File: config.mk
export PLATFORM = sky130hd
export DESIGN_NAME = bcsr_regs
export DESIGN_NICKNAME = d
export VERILOG_FILES = /design/src/core/bcsr_pkg.sv /design/src/core/bcsr_regs.sv
export SDC_FILE = /design/constraint.sdc
export NUM_CORES = 1
export LEC_CHECK = 0
export BUFFER_PORTS_ARGS = -buffer_cell sky130_fd_sc_hd__buf_4
export CAP_MARGIN = 0
export CORE_AREA = 2 2 146 113
export DETAILED_ROUTE_END_ITERATION = 8
export DIE_AREA = 0 0 148 115
export PLACE_DENSITY_LB_ADDON = 0.3
export RECOVER_POWER = 100
export SETUP_SLACK_MARGIN = 0.15
export SLEW_MARGIN = 20
export SYNTH_ARGS = -nofsm -noshare
export SYNTH_HDL_FRONTEND = slang
export SYNTH_SLANG_ARGS = --single-unit
File: constraint.sdc
create_clock -name mclk_i -period 2.3 [get_ports mclk_i]
set_input_delay 0.115 -clock mclk_i [delete_from_list [all_inputs] [get_ports mclk_i]]
set_output_delay 0.115 -clock mclk_i [all_outputs]
set_load 0.01 [all_outputs]
File: src/core/bcsr_pkg.sv
// Constants and carrier types for the bridge control/status register bank.
// Assumes an 8-bit system bus with 16-bit byte addresses, clocked by the core clock.
package bcsr_pkg;

  // Register byte addresses
  localparam logic [15:0] BCSR_ADDR_ID        = 16'h8000;
  localparam logic [15:0] BCSR_ADDR_PARITY    = 16'h8001;
  localparam logic [15:0] BCSR_ADDR_FLAGS     = 16'h8002;
  localparam logic [15:0] BCSR_ADDR_SLOT_BASE = 16'h8003;
  localparam int          BCSR_NUM_SLOTS      = 8;

  // Field positions in the parity type select register
  localparam int          BCSR_TX_ODD_BIT     = 0;
  localparam int          BCSR_RX_ODD_BIT     = 1;

  // Values after reset
  localparam logic [7:0]  BCSR_PARITY_RST     = 8'h03;
  localparam logic [7:0]  BCSR_ID_DEFAULT     = 8'h5a;  // Arbitrary value, set per build
  localparam logic [7:0]  BCSR_RDATA_RST      = 8'h00;

  // One bus request per cycle: single-byte read or write
  typedef struct packed {
    logic [15:0] addr;
    logic        wr;
    logic        rd;
    logic [7:0]  wdata;
  } bcsr_bus_req_t;

  // One received SPI-3 data word with its parity bit
  typedef struct packed {
    logic        vld;
    logic [31:0] data;
    logic        par;
  } bcsr_rx_word_t;

endpackage

File: src/core/bcsr_regs.sv
// Control/status register bank of the SPI-3 to SPI-4 bridge, with parity
// checking/generation and the eight-slot read schedule it steers.
// Assumes bus requests and datapath words come from core logic in the mclk_i domain.
`timescale 1ns/10ps
module bcsr_regs
  import bcsr_pkg::*;
#(
  parameter int         NUM_IFACE = 4,   // SPI-3 interfaces, 1 to 4
  parameter int         NUM_PORTS = 4,   // Ports per interface
  parameter int         SLOT_W    = 3,   // Width of a slot FIFO choice
  parameter logic [7:0] ID_VALUE  = BCSR_ID_DEFAULT
) (
  input  wire logic                          mclk_i,
  input  wire logic                          rstn_i,
  input  wire logic                          ce_i,
  input  wire bcsr_bus_req_t                 bus_i,
  output logic          [7:0]                rdata_o,
  output logic                               rvalid_o,
  input  wire bcsr_rx_word_t [NUM_IFACE-1:0] rx_i,
  input  wire logic [NUM_IFACE-1:0][31:0]    tx_data_i,
  output logic          [NUM_IFACE-1:0]      tx_parity_bit_o,
  output logic                               transmit_odd_parity_sel_o,
  output logic                               receive_odd_parity_sel_o,
  output logic          [NUM_IFACE-1:0]      iface_parity_fault_flag_o,
  input  wire logic                          slot_adv_i,
  output logic          [2:0]                slot_idx_o,
  output logic          [SLOT_W-1:0]         slot_fifo_choice_o,
  output logic          [SLOT_W-1:0]         slot0_fifo_choice_o,
  output logic          [SLOT_W-1:0]         slot1_fifo_choice_o
);

  localparam int NUM_FIFOS = NUM_IFACE * NUM_PORTS;  // Virtual FIFOs in buffer memory

  // State
  logic [7:0]           parity_q;                   // Parity type select register
  logic [NUM_IFACE-1:0] flags_q;                    // Sticky parity fault flags
  logic [SLOT_W-1:0]    slot_q [BCSR_NUM_SLOTS];    // Read schedule
  logic [2:0]           slot_idx_q;                 // Current schedule slot
  logic [7:0]           rdata_q;                    // Registered read data
  logic                 rvalid_q;                   // Read answer strobe

  // Address decode, all single-byte
  wire logic        wr_en      = ce_i & bus_i.wr;
  wire logic        rd_en      = ce_i & bus_i.rd;
  wire logic [15:0] slot_off   = bus_i.addr - BCSR_ADDR_SLOT_BASE;
  wire logic        hit_parity = (bus_i.addr == BCSR_ADDR_PARITY);
  wire logic        hit_flags  = (bus_i.addr == BCSR_ADDR_FLAGS);
  wire logic        hit_id     = (bus_i.addr == BCSR_ADDR_ID);
  wire logic        hit_slot   = (bus_i.addr >= BCSR_ADDR_SLOT_BASE) &&
                                 (slot_off < 16'(BCSR_NUM_SLOTS));
  wire logic [2:0]  slot_sel   = slot_off[2:0];
  wire logic        rd_flags   = rd_en & hit_flags;

  // Parity selects drive the datapath
  assign transmit_odd_parity_sel_o = parity_q[BCSR_TX_ODD_BIT];
  assign receive_odd_parity_sel_o  = parity_q[BCSR_RX_ODD_BIT];

  // Per interface: check received parity, generate transmit parity
  logic [NUM_IFACE-1:0] par_err;
  genvar gi;
  generate
    for (gi = 0; gi < NUM_IFACE; gi++) begin : g_iface
      // Odd parity means data plus parity bit has an odd count of ones
      assign par_err[gi]  = rx_i[gi].vld &
        ((^{rx_i[gi].data, rx_i[gi].par}) != receive_odd_parity_sel_o);
      assign tx_parity_bit_o[gi] = (^tx_data_i[gi]) ^ transmit_odd_parity_sel_o;
    end
  endgenerate

  // Read mux; unmapped addresses read zero, identity never changes
  wire logic [7:0] rd_mux =
    hit_id     ? ID_VALUE :
    hit_parity ? parity_q :
    hit_flags  ? 8'(flags_q) :
    hit_slot   ? 8'(slot_q[slot_sel]) :
                 BCSR_RDATA_RST;

  // Parity select register, only D1..D0 are meaningful
  always_ff @(posedge mclk_i or negedge rstn_i) begin
    if (!rstn_i) begin
      parity_q <= BCSR_PARITY_RST;
    end else if (wr_en && hit_parity) begin
      parity_q <= {6'h00, bus_i.wdata[1:0]};
    end
  end

  // Fault flags: a fault in the reading cycle survives the clear
  always_ff @(posedge mclk_i or negedge rstn_i) begin
    if (!rstn_i) begin
      flags_q <= '0;
    end else if (ce_i) begin
      flags_q <= (rd_flags ? '0 : flags_q) | par_err;
    end
  end
  assign iface_parity_fault_flag_o = flags_q;

  // Slot registers; reset spreads slots round the configured FIFOs
  generate
    for (gi = 0; gi < BCSR_NUM_SLOTS; gi++) begin : g_slot
      always_ff @(posedge mclk_i or negedge rstn_i) begin
        if (!rstn_i) begin
          slot_q[gi] <= SLOT_W'(gi % NUM_FIFOS);
        end else if (wr_en && hit_slot && (slot_sel == 3'(gi))) begin
          slot_q[gi] <= bus_i.wdata[SLOT_W-1:0];
        end
      end
    end
  endgenerate

  // Schedule walks slots 0..7 as the reader advances
  always_ff @(posedge mclk_i or negedge rstn_i) begin
    if (!rstn_i) begin
      slot_idx_q <= 3'h0;
    end else if (ce_i && slot_adv_i) begin
      slot_idx_q <= slot_idx_q + 3'h1;
    end
  end
  assign slot_idx_o          = slot_idx_q;
  assign slot_fifo_choice_o  = slot_q[slot_idx_q];
  assign slot0_fifo_choice_o = slot_q[0];
  assign slot1_fifo_choice_o = slot_q[1];

  // Read answer one cycle after the strobe, from flops
  always_ff @(posedge mclk_i or negedge rstn_i) begin
    if (!rstn_i) begin
      rdata_q  <= BCSR_RDATA_RST;
      rvalid_q <= 1'b0;
    end else if (ce_i) begin
      rvalid_q <= bus_i.rd;
      if (bus_i.rd) begin
        rdata_q <= rd_mux;
      end
    end
  end
  assign rdata_o  = rdata_q;
  assign rvalid_o = rvalid_q;

  logic par_wr_seen_q;  // Any write to parity select since reset
  always_ff @(posedge mclk_i or negedge rstn_i) begin
    if (!rstn_i) begin
      par_wr_seen_q <= 1'b0;
    end else if (wr_en && hit_parity) begin
      par_wr_seen_q <= 1'b1;
    end
  end
endmodule

==> After elaboration in Yosys (flattened, before gate mapping) <==
Index checks and enable logic that the tools add are counted.
{ "word_totals": {"register_bits": 42, "inputBits": 294, "output_inout_bits": 31, "word_cells": 80} }
{ "classes": {"n_addsub": 2, "magnitude_cmp": 4, "eq_ne": 14, "n_mux": 11, "bitwise": 14, "n_reduce_logical": 22} }
{ "op_table": {"columns": ["cell", "n"], "rows": [
  ["$reduce_xor A33 Y1", 4],
  ["$reduce_xor A32 Y1", 4],
  ["$eq A16 B16 Y1 const B", 3],
  ["$bmux W3 S3", 2],
  ["$ge A16 B16 Y1 const B", 1],
  ["$lt A16 B4 Y1 const B", 1],
  ["$sub A16 B16 Y16 const B", 1],
  ["$mux W3", 5],
  ["$eq A3 B3 Y1 const B", 4],
  ["$logic_and A1 B1 Y1", 12],
  ["$mux W4", 3],
  ["$ge A4 B4 Y1 const B", 2],
  ["$not A3 Y4", 2],
  ["$and A1 B1 Y1", 7],
  ["$mux W7", 1],
  ["$eq A3 B2 Y1 const B", 2],
  ["$ne A1 B1 Y1", 4],
  ["$or A4 B4 Y4", 1],
  ["$xor A1 B1 Y1", 4],
  ["$add A3 B1 Y3 const B", 1],
  ["$eq A3 B1 Y1 const B", 1],
  ["$logic_not A3 Y1", 1],
  ["$reduce_and A2 Y1", 1]
]} }

==> Depth between registers and ports, before layout <==
Gate-level depths: netlist (run 1).
{ "depth": {"depth_word": 9, "depth_mapped": 8} }

==> Least setup slack after synthesis (run 1) <==
Ideal clock, no wire load.
{ "synth_path": {"kind": "register -> register", "startpoint": "register parity_q[1]", "endpoint": "register flags_q[2], in the netlist iface_parity_fault_flag_o[2]", "arrival_time_ns": 1.982, "required_time_ns": 2.178, "slack_ns": 0.197, "stages_incl_launch_ff": 8, "n_path_buf": 1, "synth_period_minus_slack_ns": 2.103, "path_cell_list": "dfstp_2 > clkbuf_1 > xor2_1 > xnor2_1 > xnor2_1 > xnor3_1 > xnor2_1 > a32o_1"} }
{ "synth_between": {"elab_chain_cells": 3} }
{ "synth_lines": {"columns": ["element", "line", "source"], "rows": [
  ["start, declared", "bcsr_regs.sv:35", "logic [7:0] parity_q;"],
  ["start signal, assigned", "bcsr_regs.sv:83", "parity_q <= {6'h00, bus_i.wdata[1:0]};"],
  ["$ne A1 B1 Y1", "bcsr_regs.sv:65", "((^{rx_i[gi].data, rx_i[gi].par}) != receive_odd_parity_sel_o);"],
  ["$and A1 B1 Y1", "bcsr_regs.sv:64", "assign par_err[gi] = rx_i[gi].vld &"],
  ["$or A4 B4 Y4", "bcsr_regs.sv:92", "flags_q <= (rd_flags ? '0 : flags_q) | par_err;"],
  ["end signal, assigned", "bcsr_regs.sv:92", null],
  ["end, declared", "bcsr_regs.sv:36", "logic [NUM_IFACE-1:0] flags_q;"]
]} }
No other way between the ends.
A chain may end at the register's enable or synchronous reset.

==> Worst setup path in the final report (run 1) <==
{ "layout_path": {"startpoint": "input bus_i[12] (netlist bit)", "endpoint": "register flags_q[2], in the netlist iface_parity_fault_flag_o[2]"} }
{ "layout_between": {"elab_chain_cells": 4} }
{ "layout_lines": {"columns": ["element", "line", "source"], "rows": [
  ["start, declared", "bcsr_regs.sv:16", "input wire bcsr_bus_req_t bus_i,"],
  ["$eq A16 B16 Y1", "bcsr_regs.sv:47", "wire logic hit_flags = (bus_i.addr == BCSR_ADDR_FLAGS);"],
  ["$and A1 B1 Y1", "bcsr_regs.sv:52", "wire logic rd_flags = rd_en & hit_flags;"],
  ["$mux W4", "bcsr_regs.sv:92", null],
  ["$or A4 B4 Y4", "bcsr_regs.sv:92", null]
]} }
No other way between the ends.

==> flow_summary.json, run 1 <==
{
  "outcome": "finished, final reports clean",
  "multi_input_comb_area_mm2": 0.003517,
  "dr_total_vias": 4188,
  "fin_skew_ps": 4.525,
  "crit_slowest_cell": "sky130_fd_sc_hd__or4_1",
  "io_buffers": 317,
  "worst_hold_path_startpoint": "rx_i[135]",
  "postRouteWirelength_um": 13660,
  "cts-htree-levels": 2,
  "static-leakage-power_nw": 3.207,
  "tightestPinTransition_ps": 965.0,
  "finalCritPeriodShare": 0.9404,
  "slowest_delay_ps": 610,
  "initialDrtViolationCount": 150,
  "met3WireLength_um": 1062,
  "dieHeight_um": 115,
  "clk_transition_reported_paths_ps": 60,
  "syn_area_per_cell_um2": 10.42,
  "worst_setup_path_start_kind": "primary input",
  "hold_depth": 2,
  "finalHoldViolCount": 0,
  "post_synth_instance_area_mm2": 0.004596,
  "flow.area_growth_from_synthesis_pct": 60.55,
  "worstReg2RegStart": "parity_q[1]$_DFFE_PN1P_",
  "clock_insertion_delay_worst_skew_ps": 280,
  "tns_ps": 0,
  "cts_inserted_buffers": 5,
  "timing.critical_path.fanout_max": 11,
  "vdd.ir_drop.worst_mv": 0.2691,
  "regToRegSetupSlack_ps": 280,
  "clock_tree_from_tritoncts": "done",
  "power.total_mw": 3.813,
  "yosys_register_bits": 39,
  "rr_endpoint": "iface_parity_fault_flag_o[3]$_DFFE_PN0P_",
  "design.die.area_mm2": 0.01702,
  "swShare": 0.3181,
  "core_region_area_mm2": 0.01562,
  "grt_usage": 0.1568,
  "clk_root_buffer_cell": "sky130_fd_sc_hd__clkbuf_16",
  "reg2reg_depth": 6,
  "maxSlewHeadroom": 0.3567,
  "grt_pass1_vias": 4283,
  "final_design_area_no_fill_mm2": 0.007378,
  "rows": 40,
  "place.gp.congestion": 0.7783,
  "dr.max_layer_used": "met4",
  "cp_cell_sequence": "clkbuf_1, or4_1, nor3_1, nor3b_1, clkbuf_1, nand3_1, a32o_1",
  "nNetsFinal": 1064,
  "synth.distinct_cells": 40,
  "initial_utilization": 0.2943,
  "dr.pass1.iters": 4,
  "power.combinational.fraction": 0.579,
  "critical_path.endpoint_type": "register",
  "fillerInstances": 1529,
  "antenna_cells": 0,
  "finalCriticalPeriod_ps": 2163,
  "pwr-share-seq": 0.210,
  "fraction_of_final_layout_cells_with_drive_strength_greater_than_1": 0.4980,
  "timing.setup.critical_path_class": "primary input to register",
  "met1Wirelength_um": 5660,
  "antenna_found_initial": 0,
  "cp_data_arrival_time_ps": 2330,
  "unrepaired_setup_endpoints_after_global_routing": "yes",
  "max-clock-path-buffers": 2,
  "wl_met2_um": 6826,
  "setup_viol_count_final": 0,
  "timing.fmax_ghz": 0.4624,
  "postRouteAntennaNets": 0,
  "power-per-cell-area_mw_per_mm2": 516.8,
  "p_int_mw": 2.600,
  "die_width_um": 148,
  "number_of_sinks_on_the_clock_net": 39,
  "synth-warning-count": 0,
  "gr-total-overflow": 0,
  "fin_worst_hold_slack_ps": 82.18,
  "power.share.clock": 0.211,
  "global_route_wire_length_before_repair_um": 21340,
  "net_load_switching_power_mw": 1.213,
  "drt-vias-per-instance": 4.304,
  "timing.max_cap.violations": 0,
  "detailedPlacementHpwl_um": 11800,
  "floorplan.io_pins": 325,
  "final-max-slew-violation-count": 0,
  "ys_seq_area_frac": 0.2162,
  "remaining_drc_errors": 0,
  "placed_area_mm2": 0.007209,
  "crit_path_frequent_cell": "sky130_fd_sc_hd__clkbuf_1",
  "route.detailed.wl_per_inst_um": 14.04,
  "cp_data_required_time_ps": 2470,
  "hold-path-endpoint": "iface_parity_fault_flag_o[3]$_DFFE_PN0P_",
  "area.sequential_um2": 993.5,
  "utilization": 0.4725,
  "synthCells": 441,
  "grt_start_max_net_pins": 40,
  "min-delay-path-class": "primary input to register"
}
-- worst max-delay path by stage --
stage,depth (start not counted),slack (ps),startpoint,endpoint
after floorplan,7,200,parity_q[1]$_DFFE_PN1P_,iface_parity_fault_flag_o[2]$_DFFE_PN0P_
after global placement,8,20,bus_i[23],slot1_fifo_choice_o[1]$_DFFE_PN0P_
after detailed placement,8,-40,bus_i[23],slot1_fifo_choice_o[1]$_DFFE_PN0P_
after CTS,7,120,parity_q[0]$_DFFE_PN1P_,tx_parity_bit_o[1]
after global routing,8,40,parity_q[0]$_DFFE_PN1P_,tx_parity_bit_o[2]
final,7,140,bus_i[12],iface_parity_fault_flag_o[2]$_DFFE_PN0P_
-- cell usage after synthesis --
library cell | instances | area (µm²)
sky130_fd_sc_hd__a211o_1 | 1 | 8.760
sky130_fd_sc_hd__a211oi_1 | 1 | 7.510
sky130_fd_sc_hd__a21o_1 | 1 | 7.510
sky130_fd_sc_hd__a21oi_1 | 4 | 20.02
sky130_fd_sc_hd__a22oi_1 | 1 | 7.510
sky130_fd_sc_hd__a32o_1 | 4 | 40.04
sky130_fd_sc_hd__a32oi_1 | 1 | 8.760
sky130_fd_sc_hd__and2_1 | 2 | 12.51
sky130_fd_sc_hd__buf_1 | 2 | 7.510
sky130_fd_sc_hd__buf_2 | 2 | 10.01
sky130_fd_sc_hd__buf_4 | 10 | 75.07
sky130_fd_sc_hd__buf_6 | 1 | 11.26
sky130_fd_sc_hd__clkbuf_1 | 5 | 18.77
sky130_fd_sc_hd__conb_1 | 1 | 3.750
sky130_fd_sc_hd__dfrtp_1 | 25 | 625.6
sky130_fd_sc_hd__dfstp_2 | 14 | 367.9
sky130_fd_sc_hd__ha_1 | 8 | 100.1
sky130_fd_sc_hd__inv_1 | 4 | 15.01
sky130_fd_sc_hd__mux2_2 | 33 | 371.6
sky130_fd_sc_hd__mux4_2 | 12 | 270.3
sky130_fd_sc_hd__nand2_1 | 15 | 56.30
sky130_fd_sc_hd__nand3_1 | 7 | 35.03
sky130_fd_sc_hd__nand3b_1 | 3 | 22.52
sky130_fd_sc_hd__nand4_1 | 2 | 12.51
sky130_fd_sc_hd__nor2_1 | 1 | 3.750
sky130_fd_sc_hd__nor2b_1 | 1 | 6.260
sky130_fd_sc_hd__nor3_1 | 3 | 15.01
sky130_fd_sc_hd__nor3_4 | 1 | 16.27
sky130_fd_sc_hd__nor3b_1 | 1 | 7.510
sky130_fd_sc_hd__nor4b_1 | 1 | 8.760
sky130_fd_sc_hd__o21ai_0 | 8 | 40.04
sky130_fd_sc_hd__o31ai_1 | 1 | 7.510
sky130_fd_sc_hd__o41ai_1 | 1 | 8.760
sky130_fd_sc_hd__or2_2 | 1 | 6.260
sky130_fd_sc_hd__or4_1 | 1 | 7.510
sky130_fd_sc_hd__or4_2 | 1 | 8.760
sky130_fd_sc_hd__or4_4 | 1 | 11.26
sky130_fd_sc_hd__xnor2_1 | 230 | 2014
sky130_fd_sc_hd__xnor3_1 | 4 | 90.09
sky130_fd_sc_hd__xor2_1 | 26 | 227.7
-- through the flow --
stage | worst slack, ps | instances
finish | 137.2 | 973
global route | 35.38 | 973
CTS | 118.1 | 973
detailed placement | -43.56 | 961
global placement | 20.77 | 961
floorplan | 196.7 | 442
-- power groups by stage --
stage | registers, mW | clock network (mW) | logic (mW)
6_report | 0.801 | 0.806 | 2.21
5_1_grt | 0.820 | 0.856 | 2.42
4_1_cts | 0.805 | 0.824 | 2.32
3_5_place_dp | 0.817 | 0 | 2.30
2_1_floorplan | 0.777 | 0 | 1.48
3_3_place_gp | 0.817 | 0 | 2.29
-- registers in the layout, indices dropped and copies added (netlist names) --
name and flops:
slot_q 18, rdata_o 5, iface_parity_fault_flag_o 4, slot0_fifo_choice_o 3
slot1_fifo_choice_o 3, slot_idx_o 3, parity_q 2, rvalid_o 1
-- layout by cell type (no fill, tap or decap), types with 2 or more instances in the layout --
master	n
sky130_fd_sc_hd__ha_1	8
sky130_fd_sc_hd__xnor3_1	4
sky130_fd_sc_hd__nor3_1	2
sky130_fd_sc_hd__a21oi_1	4
sky130_fd_sc_hd__conb_1	2
sky130_fd_sc_hd__nand4_1	2
sky130_fd_sc_hd__and2_1	2
sky130_fd_sc_hd__nand3_1	7
sky130_fd_sc_hd__mux4_2	12
sky130_fd_sc_hd__inv_1	4
sky130_fd_sc_hd__dfrtp_1	25
sky130_fd_sc_hd__clkbuf_16	5
sky130_fd_sc_hd__dfstp_2	13
sky130_fd_sc_hd__nand2_1	15
sky130_fd_sc_hd__xnor2_1	226
sky130_fd_sc_hd__or4_1	2
sky130_fd_sc_hd__clkbuf_1	25
sky130_fd_sc_hd__xnor2_2	3
sky130_fd_sc_hd__clkbuf_2	2
sky130_fd_sc_hd__xor2_1	26
sky130_fd_sc_hd__nand3b_1	3
sky130_fd_sc_hd__mux2_1	2
sky130_fd_sc_hd__mux2_2	31
sky130_fd_sc_hd__buf_4	304
sky130_fd_sc_hd__o21ai_0	8
sky130_fd_sc_hd__a32o_1	4
-- what timing repair did --
item	in CTS	in global routing
endpoints found under the hold margin	25	0
resized for setup	2	5
hold buffers	1	0
setup buffers	3	0
pin swaps	12	8
endpoints found under the setup margin	3	12
-- per-layer routing --
layer  global-route usage  vias up
met2               0.2852      175
met5                    0        -
met3              0.03095       11
met1               0.1972     1904
li1                     -     2098
met4              0.02413        0
-- cells by family after synthesis --
logic type | synth area share
flip-flops | 0.2162
buffers and inverters | 0.02995
multiplexers | 0.1397
XOR/XNOR | 0.5075
AND/OR/NAND/NOR | 0.05010
AO/OA/AOI/OAI | 0.03404
other | 0.0008160
adder cells (fa/ha/maj) | 0.02178
-- final cells by class --
type,count,share of cell area
Sequential cell,39,0.1346
Timing Repair Buffer,333,0.3275
Multi-Input combinational cell,379,0.4767
Inverter,4,0.002035
Clock inverter,2,0.004748
Tap cell,210,0.03561
Clock buffer,6,0.01882
-- critical path, delay by kind of cell --
family	cells	cell delay, ps
simple gates	4	1370
buf+inv	2	560
compound gates	1	280
No activity file was read; power rests on OpenSTA's default activity.
==> inputs of run 2 (changes only) <==
--- a/config.mk
+++ b/config.mk
@@ -12,7 +12,7 @@
 export DIE_AREA = 0 0 148 115
 export PLACE_DENSITY_LB_ADDON = 0.3
 export RECOVER_POWER = 100
-export SETUP_SLACK_MARGIN = 0.15
+export SETUP_SLACK_MARGIN = 0.05
 export SLEW_MARGIN = 20
 export SYNTH_ARGS = -nofsm -noshare
 export SYNTH_HDL_FRONTEND = slang
==> flow_summary.json, run 2 (same netlist as run 1, synthesis figures left out) <==
{
  "outcome": "finished, final reports clean",
  "antenna_found_initial": 0,
  "route.detailed.wl_per_inst_um": 14.05,
  "grt_start_max_net_pins": 40,
  "crit_path_frequent_cell": "sky130_fd_sc_hd__xnor2_1",
  "final_common_cell": "sky130_fd_sc_hd__buf_4",
  "worstReg2RegStart": "parity_q[1]$_DFFE_PN1P_",
  "vdd.ir_drop.worst_mv": 0.2681,
  "design.die.area_mm2": 0.01702,
  "number_of_sinks_on_the_clock_net": 39,
  "flow.area_growth_from_synthesis_pct": 60.14,
  "hold-path-endpoint": "iface_parity_fault_flag_o[3]$_DFFE_PN0P_",
  "drt-vias-per-instance": 4.295,
  "stdcell_count": 972,
  "clk_root_buffer_cell": "sky130_fd_sc_hd__clkbuf_16",
  "remaining_drc_errors": 0,
  "timing.fmax_ghz": 0.4651,
  "postRouteWirelength_um": 13650,
  "static-leakage-power_nw": 3.199,
  "finalCritPeriodShare": 0.9349,
  "cts-htree-levels": 2,
  "clock_tree_from_tritoncts": "done",
  "maxSlewHeadroom": 0.3616,
  "dr.pass1.iters": 4,
  "place_ws_ps": -43.56,
  "fin_skew_ps": 4.586,
  "max-clock-path-buffers": 2,
  "power-per-cell-area_mw_per_mm2": 518.2,
  "rr_endpoint": "iface_parity_fault_flag_o[3]$_DFFE_PN0P_",
  "postRouteAntennaNets": 0,
  "worst_setup_path_start_kind": "register",
  "tightestPinTransition_ps": 957.6,
  "timing.max_cap.violations": 0,
  "rows": 40,
  "slowest_delay_ps": 650,
  "final-max-slew-violation-count": 0,
  "timing.critical_path.fanout_max": 5,
  "core_region_area_mm2": 0.01562,
  "antenna_cells": 0,
  "clock_insertion_delay_worst_skew_ps": 280,
  "finalHoldViolCount": 0,
  "cts_inserted_buffers": 5,
  "io_buffers": 317,
  "detailedPlacementHpwl_um": 11800,
  "top_register": "slot_q",
  "largest_register_ffs": 18,
  "floorplan.io_pins": 325,
  "grt_usage": 0.1560,
  "timing.setup.critical_path_class": "register to output pin",
  "min-delay-path-class": "primary input to register",
  "clk_transition_reported_paths_ps": 60,
  "highest_count_cells_in_the_layout_ignoring_fill_and_taps": "sky130_fd_sc_hd__buf_4, sky130_fd_sc_hd__xnor2_1, sky130_fd_sc_hd__mux2_2",
  "gr-total-overflow": 0,
  "cp_cell_sequence": "buf_12, xnor2_4, xnor2_2, xnor2_1, xnor2_1, xnor2_1, xnor2_1, buf_4",
  "nNetsFinal": 1063,
  "grt_pass1_vias": 4254,
  "initial_utilization": 0.2943,
  "final_design_area_no_fill_mm2": 0.007360,
  "critical_path.endpoint_type": "output pin",
  "regToRegSetupSlack_ps": 280,
  "crit_buf_inv": 2,
  "cp_data_arrival_time_ps": 2040,
  "dieHeight_um": 115,
  "fraction_of_final_layout_cells_with_drive_strength_greater_than_1": 0.4948,
  "layout_setup_ws_ps": 149.8,
  "die_width_um": 148,
  "hold_depth": 2,
  "place.gp.congestion": 0.7783,
  "place_inst": 961,
  "global_route_wire_length_before_repair_um": 21200,
  "dr_total_vias": 4175,
  "unrepaired_setup_endpoints_after_global_routing": "yes",
  "tns_ps": 0,
  "reg2reg_depth": 6,
  "crit_slowest_cell": "sky130_fd_sc_hd__dfstp_2",
  "fin_worst_hold_slack_ps": 82.59,
  "cp_data_required_time_ps": 2180,
  "setup_viol_count_final": 0,
  "finalCriticalPeriod_ps": 2150,
  "placed_area_mm2": 0.007209,
  "initialDrtViolationCount": 147,
  "worst_hold_path_startpoint": "rx_i[135]",
  "critical-path-top-delay-family": "XOR/XNOR gates"
}
## run 2: worst max path at each step
stage	start	end	slack (ps)	cells after the start
CTS	parity_q[0]$_DFFE_PN1P_	tx_parity_bit_o[1]	70	7
global placement	bus_i[23]	slot1_fifo_choice_o[1]$_DFFE_PN0P_	20	8
floorplan	parity_q[1]$_DFFE_PN1P_	iface_parity_fault_flag_o[2]$_DFFE_PN0P_	200	7
global route	parity_q[0]$_DFFE_PN1P_	tx_parity_bit_o[2]	10	8
finish	parity_q[0]$_DFFE_PN1P_	tx_parity_bit_o[2]	150	8
detailed placement	bus_i[23]	slot1_fifo_choice_o[1]$_DFFE_PN0P_	-40	8
## run 2: routing by layer
metal  up-vias  global-route usage  wire [µm]
li1       2093                   -          -
met1      1893              0.1967       5657
met2       178              0.2833       6849
met3        11             0.03056       1031
met4         0             0.02413        116
met5         -                   0          0
## run 2: final cells by class
class	count	area [µm²]
clock buffers	6	138.9
clock inverters	2	35.03
fillers	1533	8255
inverters	4	15.01
multi-input cells	379	3506
flip-flops and latches	39	993.5
well taps	210	262.8
repair buffers	332	2409
## run 2: stage by stage
step / utilization / total power, mW
3_5_place_dp: 0.4617 / 3.118
3_3_place_gp: 0.4617 / 3.107
4_1_cts: 0.4735 / 3.947
5_1_grt: 0.4713 / 4.097
2_1_floorplan: - / 2.255
6_report: 0.4713 / 3.814
## run 2: what timing repair did
item | CTS | global route
endpoints found under the hold margin | 25 | 0
hold buffers | 1 | 0
buffers inserted | 0 | 2
gates resized for setup | 0 | 5
endpoints found under the setup margin | 0 | 3
## run 2: where the power goes
| group | total [mW] | switching, mW | leakage (nW) | internal (mW) |
|---|---|---|---|---|
| clock | 0.805 | 0.266 | 0.0868 | 0.539 |
| sequential | 0.801 | 0.0815 | 0.463 | 0.720 |
| combinational | 2.21 | 0.866 | 2.65 | 1.34 |
| total | 3.81 | 1.21 | 3.20 | 2.60 |
==> inputs of run 3 (changes only) <==
--- a/config.mk
+++ b/config.mk
@@ -11,7 +11,6 @@
 export DETAILED_ROUTE_END_ITERATION = 8
 export DIE_AREA = 0 0 148 115
 export PLACE_DENSITY_LB_ADDON = 0.3
-export RECOVER_POWER = 100
 export SETUP_SLACK_MARGIN = 0.05
 export SLEW_MARGIN = 20
 export SYNTH_ARGS = -nofsm -noshare
==> flow_summary.json, run 3 (same netlist as run 1, synthesis figures left out) <==
{
  "outcome": "finished, final reports clean",
  "top_register": "slot_q",
  "power.combinational.fraction": 0.586,
  "worstReg2RegStart": "parity_q[1]$_DFFE_PN1P_",
  "antenna_found_initial": 0,
  "flow.area_growth_from_synthesis_pct": 62.37,
  "dieHeight_um": 115,
  "place.gp.congestion": 0.7783,
  "global_route_wire_length_before_repair_um": 21200,
  "vdd.ir_drop.worst_mv": 0.2744,
  "dr.pass1.iters": 4,
  "timing.setup.critical_path_class": "register to output pin",
  "clock_insertion_delay_worst_skew_ps": 280,
  "final_common_cell": "sky130_fd_sc_hd__buf_4",
  "highest_count_cells_in_the_layout_ignoring_fill_and_taps": "sky130_fd_sc_hd__buf_4, sky130_fd_sc_hd__xnor2_1, sky130_fd_sc_hd__mux2_2",
  "postRouteAntennaNets": 0,
  "p_int_mw": 2.675,
  "finalCriticalPeriod_ps": 2150,
  "die_width_um": 148,
  "hold_depth": 2,
  "regToRegSetupSlack_ps": 280,
  "number_of_sinks_on_the_clock_net": 39,
  "remaining_drc_errors": 0,
  "finalCritPeriodShare": 0.9347,
  "initial_utilization": 0.2943,
  "gr-total-overflow": 0,
  "pwr-share-seq": 0.206,
  "maxSlewHeadroom": 0.6665,
  "unrepaired_setup_endpoints_after_global_routing": "yes",
  "min-delay-path-class": "primary input to register",
  "worst_hold_path_startpoint": "rx_i[135]",
  "grt_pass1_vias": 4254,
  "rr_endpoint": "iface_parity_fault_flag_o[3]$_DFFE_PN0P_",
  "clk_transition_reported_paths_ps": 60,
  "postRouteWirelength_um": 13650,
  "cp_data_required_time_ps": 2180,
  "tightestPinTransition_ps": 500.3,
  "clock_tree_from_tritoncts": "done",
  "fin_skew_ps": 3.063,
  "worst_setup_path_start_kind": "register",
  "grt_usage": 0.1560,
  "swShare": 0.3128,
  "grt_start_max_net_pins": 40,
  "cts_inserted_buffers": 5,
  "detailedPlacementHpwl_um": 11800,
  "floorplan.io_pins": 325,
  "fraction_of_final_layout_cells_with_drive_strength_greater_than_1": 0.5328,
  "drt-vias-per-instance": 4.313,
  "reg2reg_depth": 6,
  "timing.fmax_ghz": 0.4651,
  "design.die.area_mm2": 0.01702,
  "clk_root_buffer_cell": "sky130_fd_sc_hd__clkbuf_16",
  "io_buffers": 317,
  "cp_data_arrival_time_ps": 2030,
  "hold-path-endpoint": "iface_parity_fault_flag_o[3]$_DFFE_PN0P_",
  "cts-htree-levels": 2,
  "power-per-cell-area_mw_per_mm2": 521.7,
  "placed_area_mm2": 0.007209,
  "antenna_cells": 0,
  "timing.critical_path.fanout_max": 5,
  "nNetsFinal": 1063,
  "net_load_switching_power_mw": 1.218,
  "core_region_area_mm2": 0.01562,
  "setup_viol_count_final": 0,
  "power.share.clock": 0.208,
  "static-leakage-power_nw": 3.297,
  "power.total_mw": 3.893,
  "critical_path.endpoint_type": "output pin",
  "timing.max_cap.violations": 0,
  "max-clock-path-buffers": 2,
  "route.detailed.wl_per_inst_um": 14.04,
  "final-max-slew-violation-count": 0,
  "finalHoldViolCount": 0,
  "initialDrtViolationCount": 127,
  "largest_register_ffs": 18,
  "rows": 40,
  "final_design_area_no_fill_mm2": 0.007462,
  "dr_total_vias": 4192
}
## run 3: worst max-delay path by stage
stage,start,end,slack (ps),cells after the start
2_1_floorplan,parity_q[1]$_DFFE_PN1P_,iface_parity_fault_flag_o[2]$_DFFE_PN0P_,200,7
3_3_place_gp,bus_i[23],slot1_fifo_choice_o[1]$_DFFE_PN0P_,20,8
3_5_place_dp,bus_i[23],slot1_fifo_choice_o[1]$_DFFE_PN0P_,-40,8
4_1_cts,parity_q[0]$_DFFE_PN1P_,tx_parity_bit_o[1],70,7
5_1_grt,parity_q[0]$_DFFE_PN1P_,tx_parity_bit_o[2],10,8
6_report,parity_q[0]$_DFFE_PN1P_,tx_parity_bit_o[2],150,8
## run 3: what timing repair did
action	CTS	global route
endpoints found under the hold margin	25	0
hold buffers	1	0
setup endpoints to repair	0	3
setup buffers	0	2
gates resized for setup	0	5
## run 3: layout make-up
cell class              instances  area [µm²]
inverters                       4       15.01
clock inverters                 2       35.03
fillers                      1505        8153
clock buffers                   6       138.9
flip-flops and latches         39       993.5
well taps                     210       262.8
repair buffers                332        2507
multi-input cells             379        3510
## run 3: power groups by stage
stage / clock network [mW] / registers, mW / logic (mW)
floorplan: 0 / 0.777 / 1.48
finish: 0.809 / 0.801 / 2.28
global route: 0.856 / 0.820 / 2.50
detailed placement: 0 / 0.817 / 2.30
CTS: 0.824 / 0.805 / 2.32
global placement: 0 / 0.817 / 2.29
## run 3: worst max-delay path: stages, from the launching register on
cell and delay, ps:
sky130_fd_sc_hd__dfstp_2 650, sky130_fd_sc_hd__buf_12 140, sky130_fd_sc_hd__xnor2_4 110, sky130_fd_sc_hd__xnor2_2 130, sky130_fd_sc_hd__xnor2_1 150, sky130_fd_sc_hd__xnor2_1 150
sky130_fd_sc_hd__xnor2_1 150, sky130_fd_sc_hd__xnor2_1 130, sky130_fd_sc_hd__buf_4 140
## run 3: per-layer routing
layer,global-route usage,part of all wire,wire length [µm],up-vias
li1,-,-,-,2094
met1,0.1967,0.41,5663,1906
met2,0.2833,0.50,6836,181
met3,0.03056,0.076,1036,11
met4,0.02413,0.0082,112,0
met5,0,0,0,-
## run 3: stage by stage
stage | utilization | hold WS (ps) | setup WS (ps) | TNS, ps | std cells
2_1_floorplan | - | -180.6 | 196.7 | 0 | 442
3_3_place_gp | 0.4617 | 123.3 | 20.77 | 0 | 961
3_5_place_dp | 0.4617 | 118.0 | -43.56 | -215.2 | 961
4_1_cts | 0.4735 | 82.49 | 71.43 | 0 | 970
5_1_grt | 0.4779 | 84.63 | 10.29 | 0 | 972
6_report | 0.4779 | 82.88 | 150.1 | 0 | 972
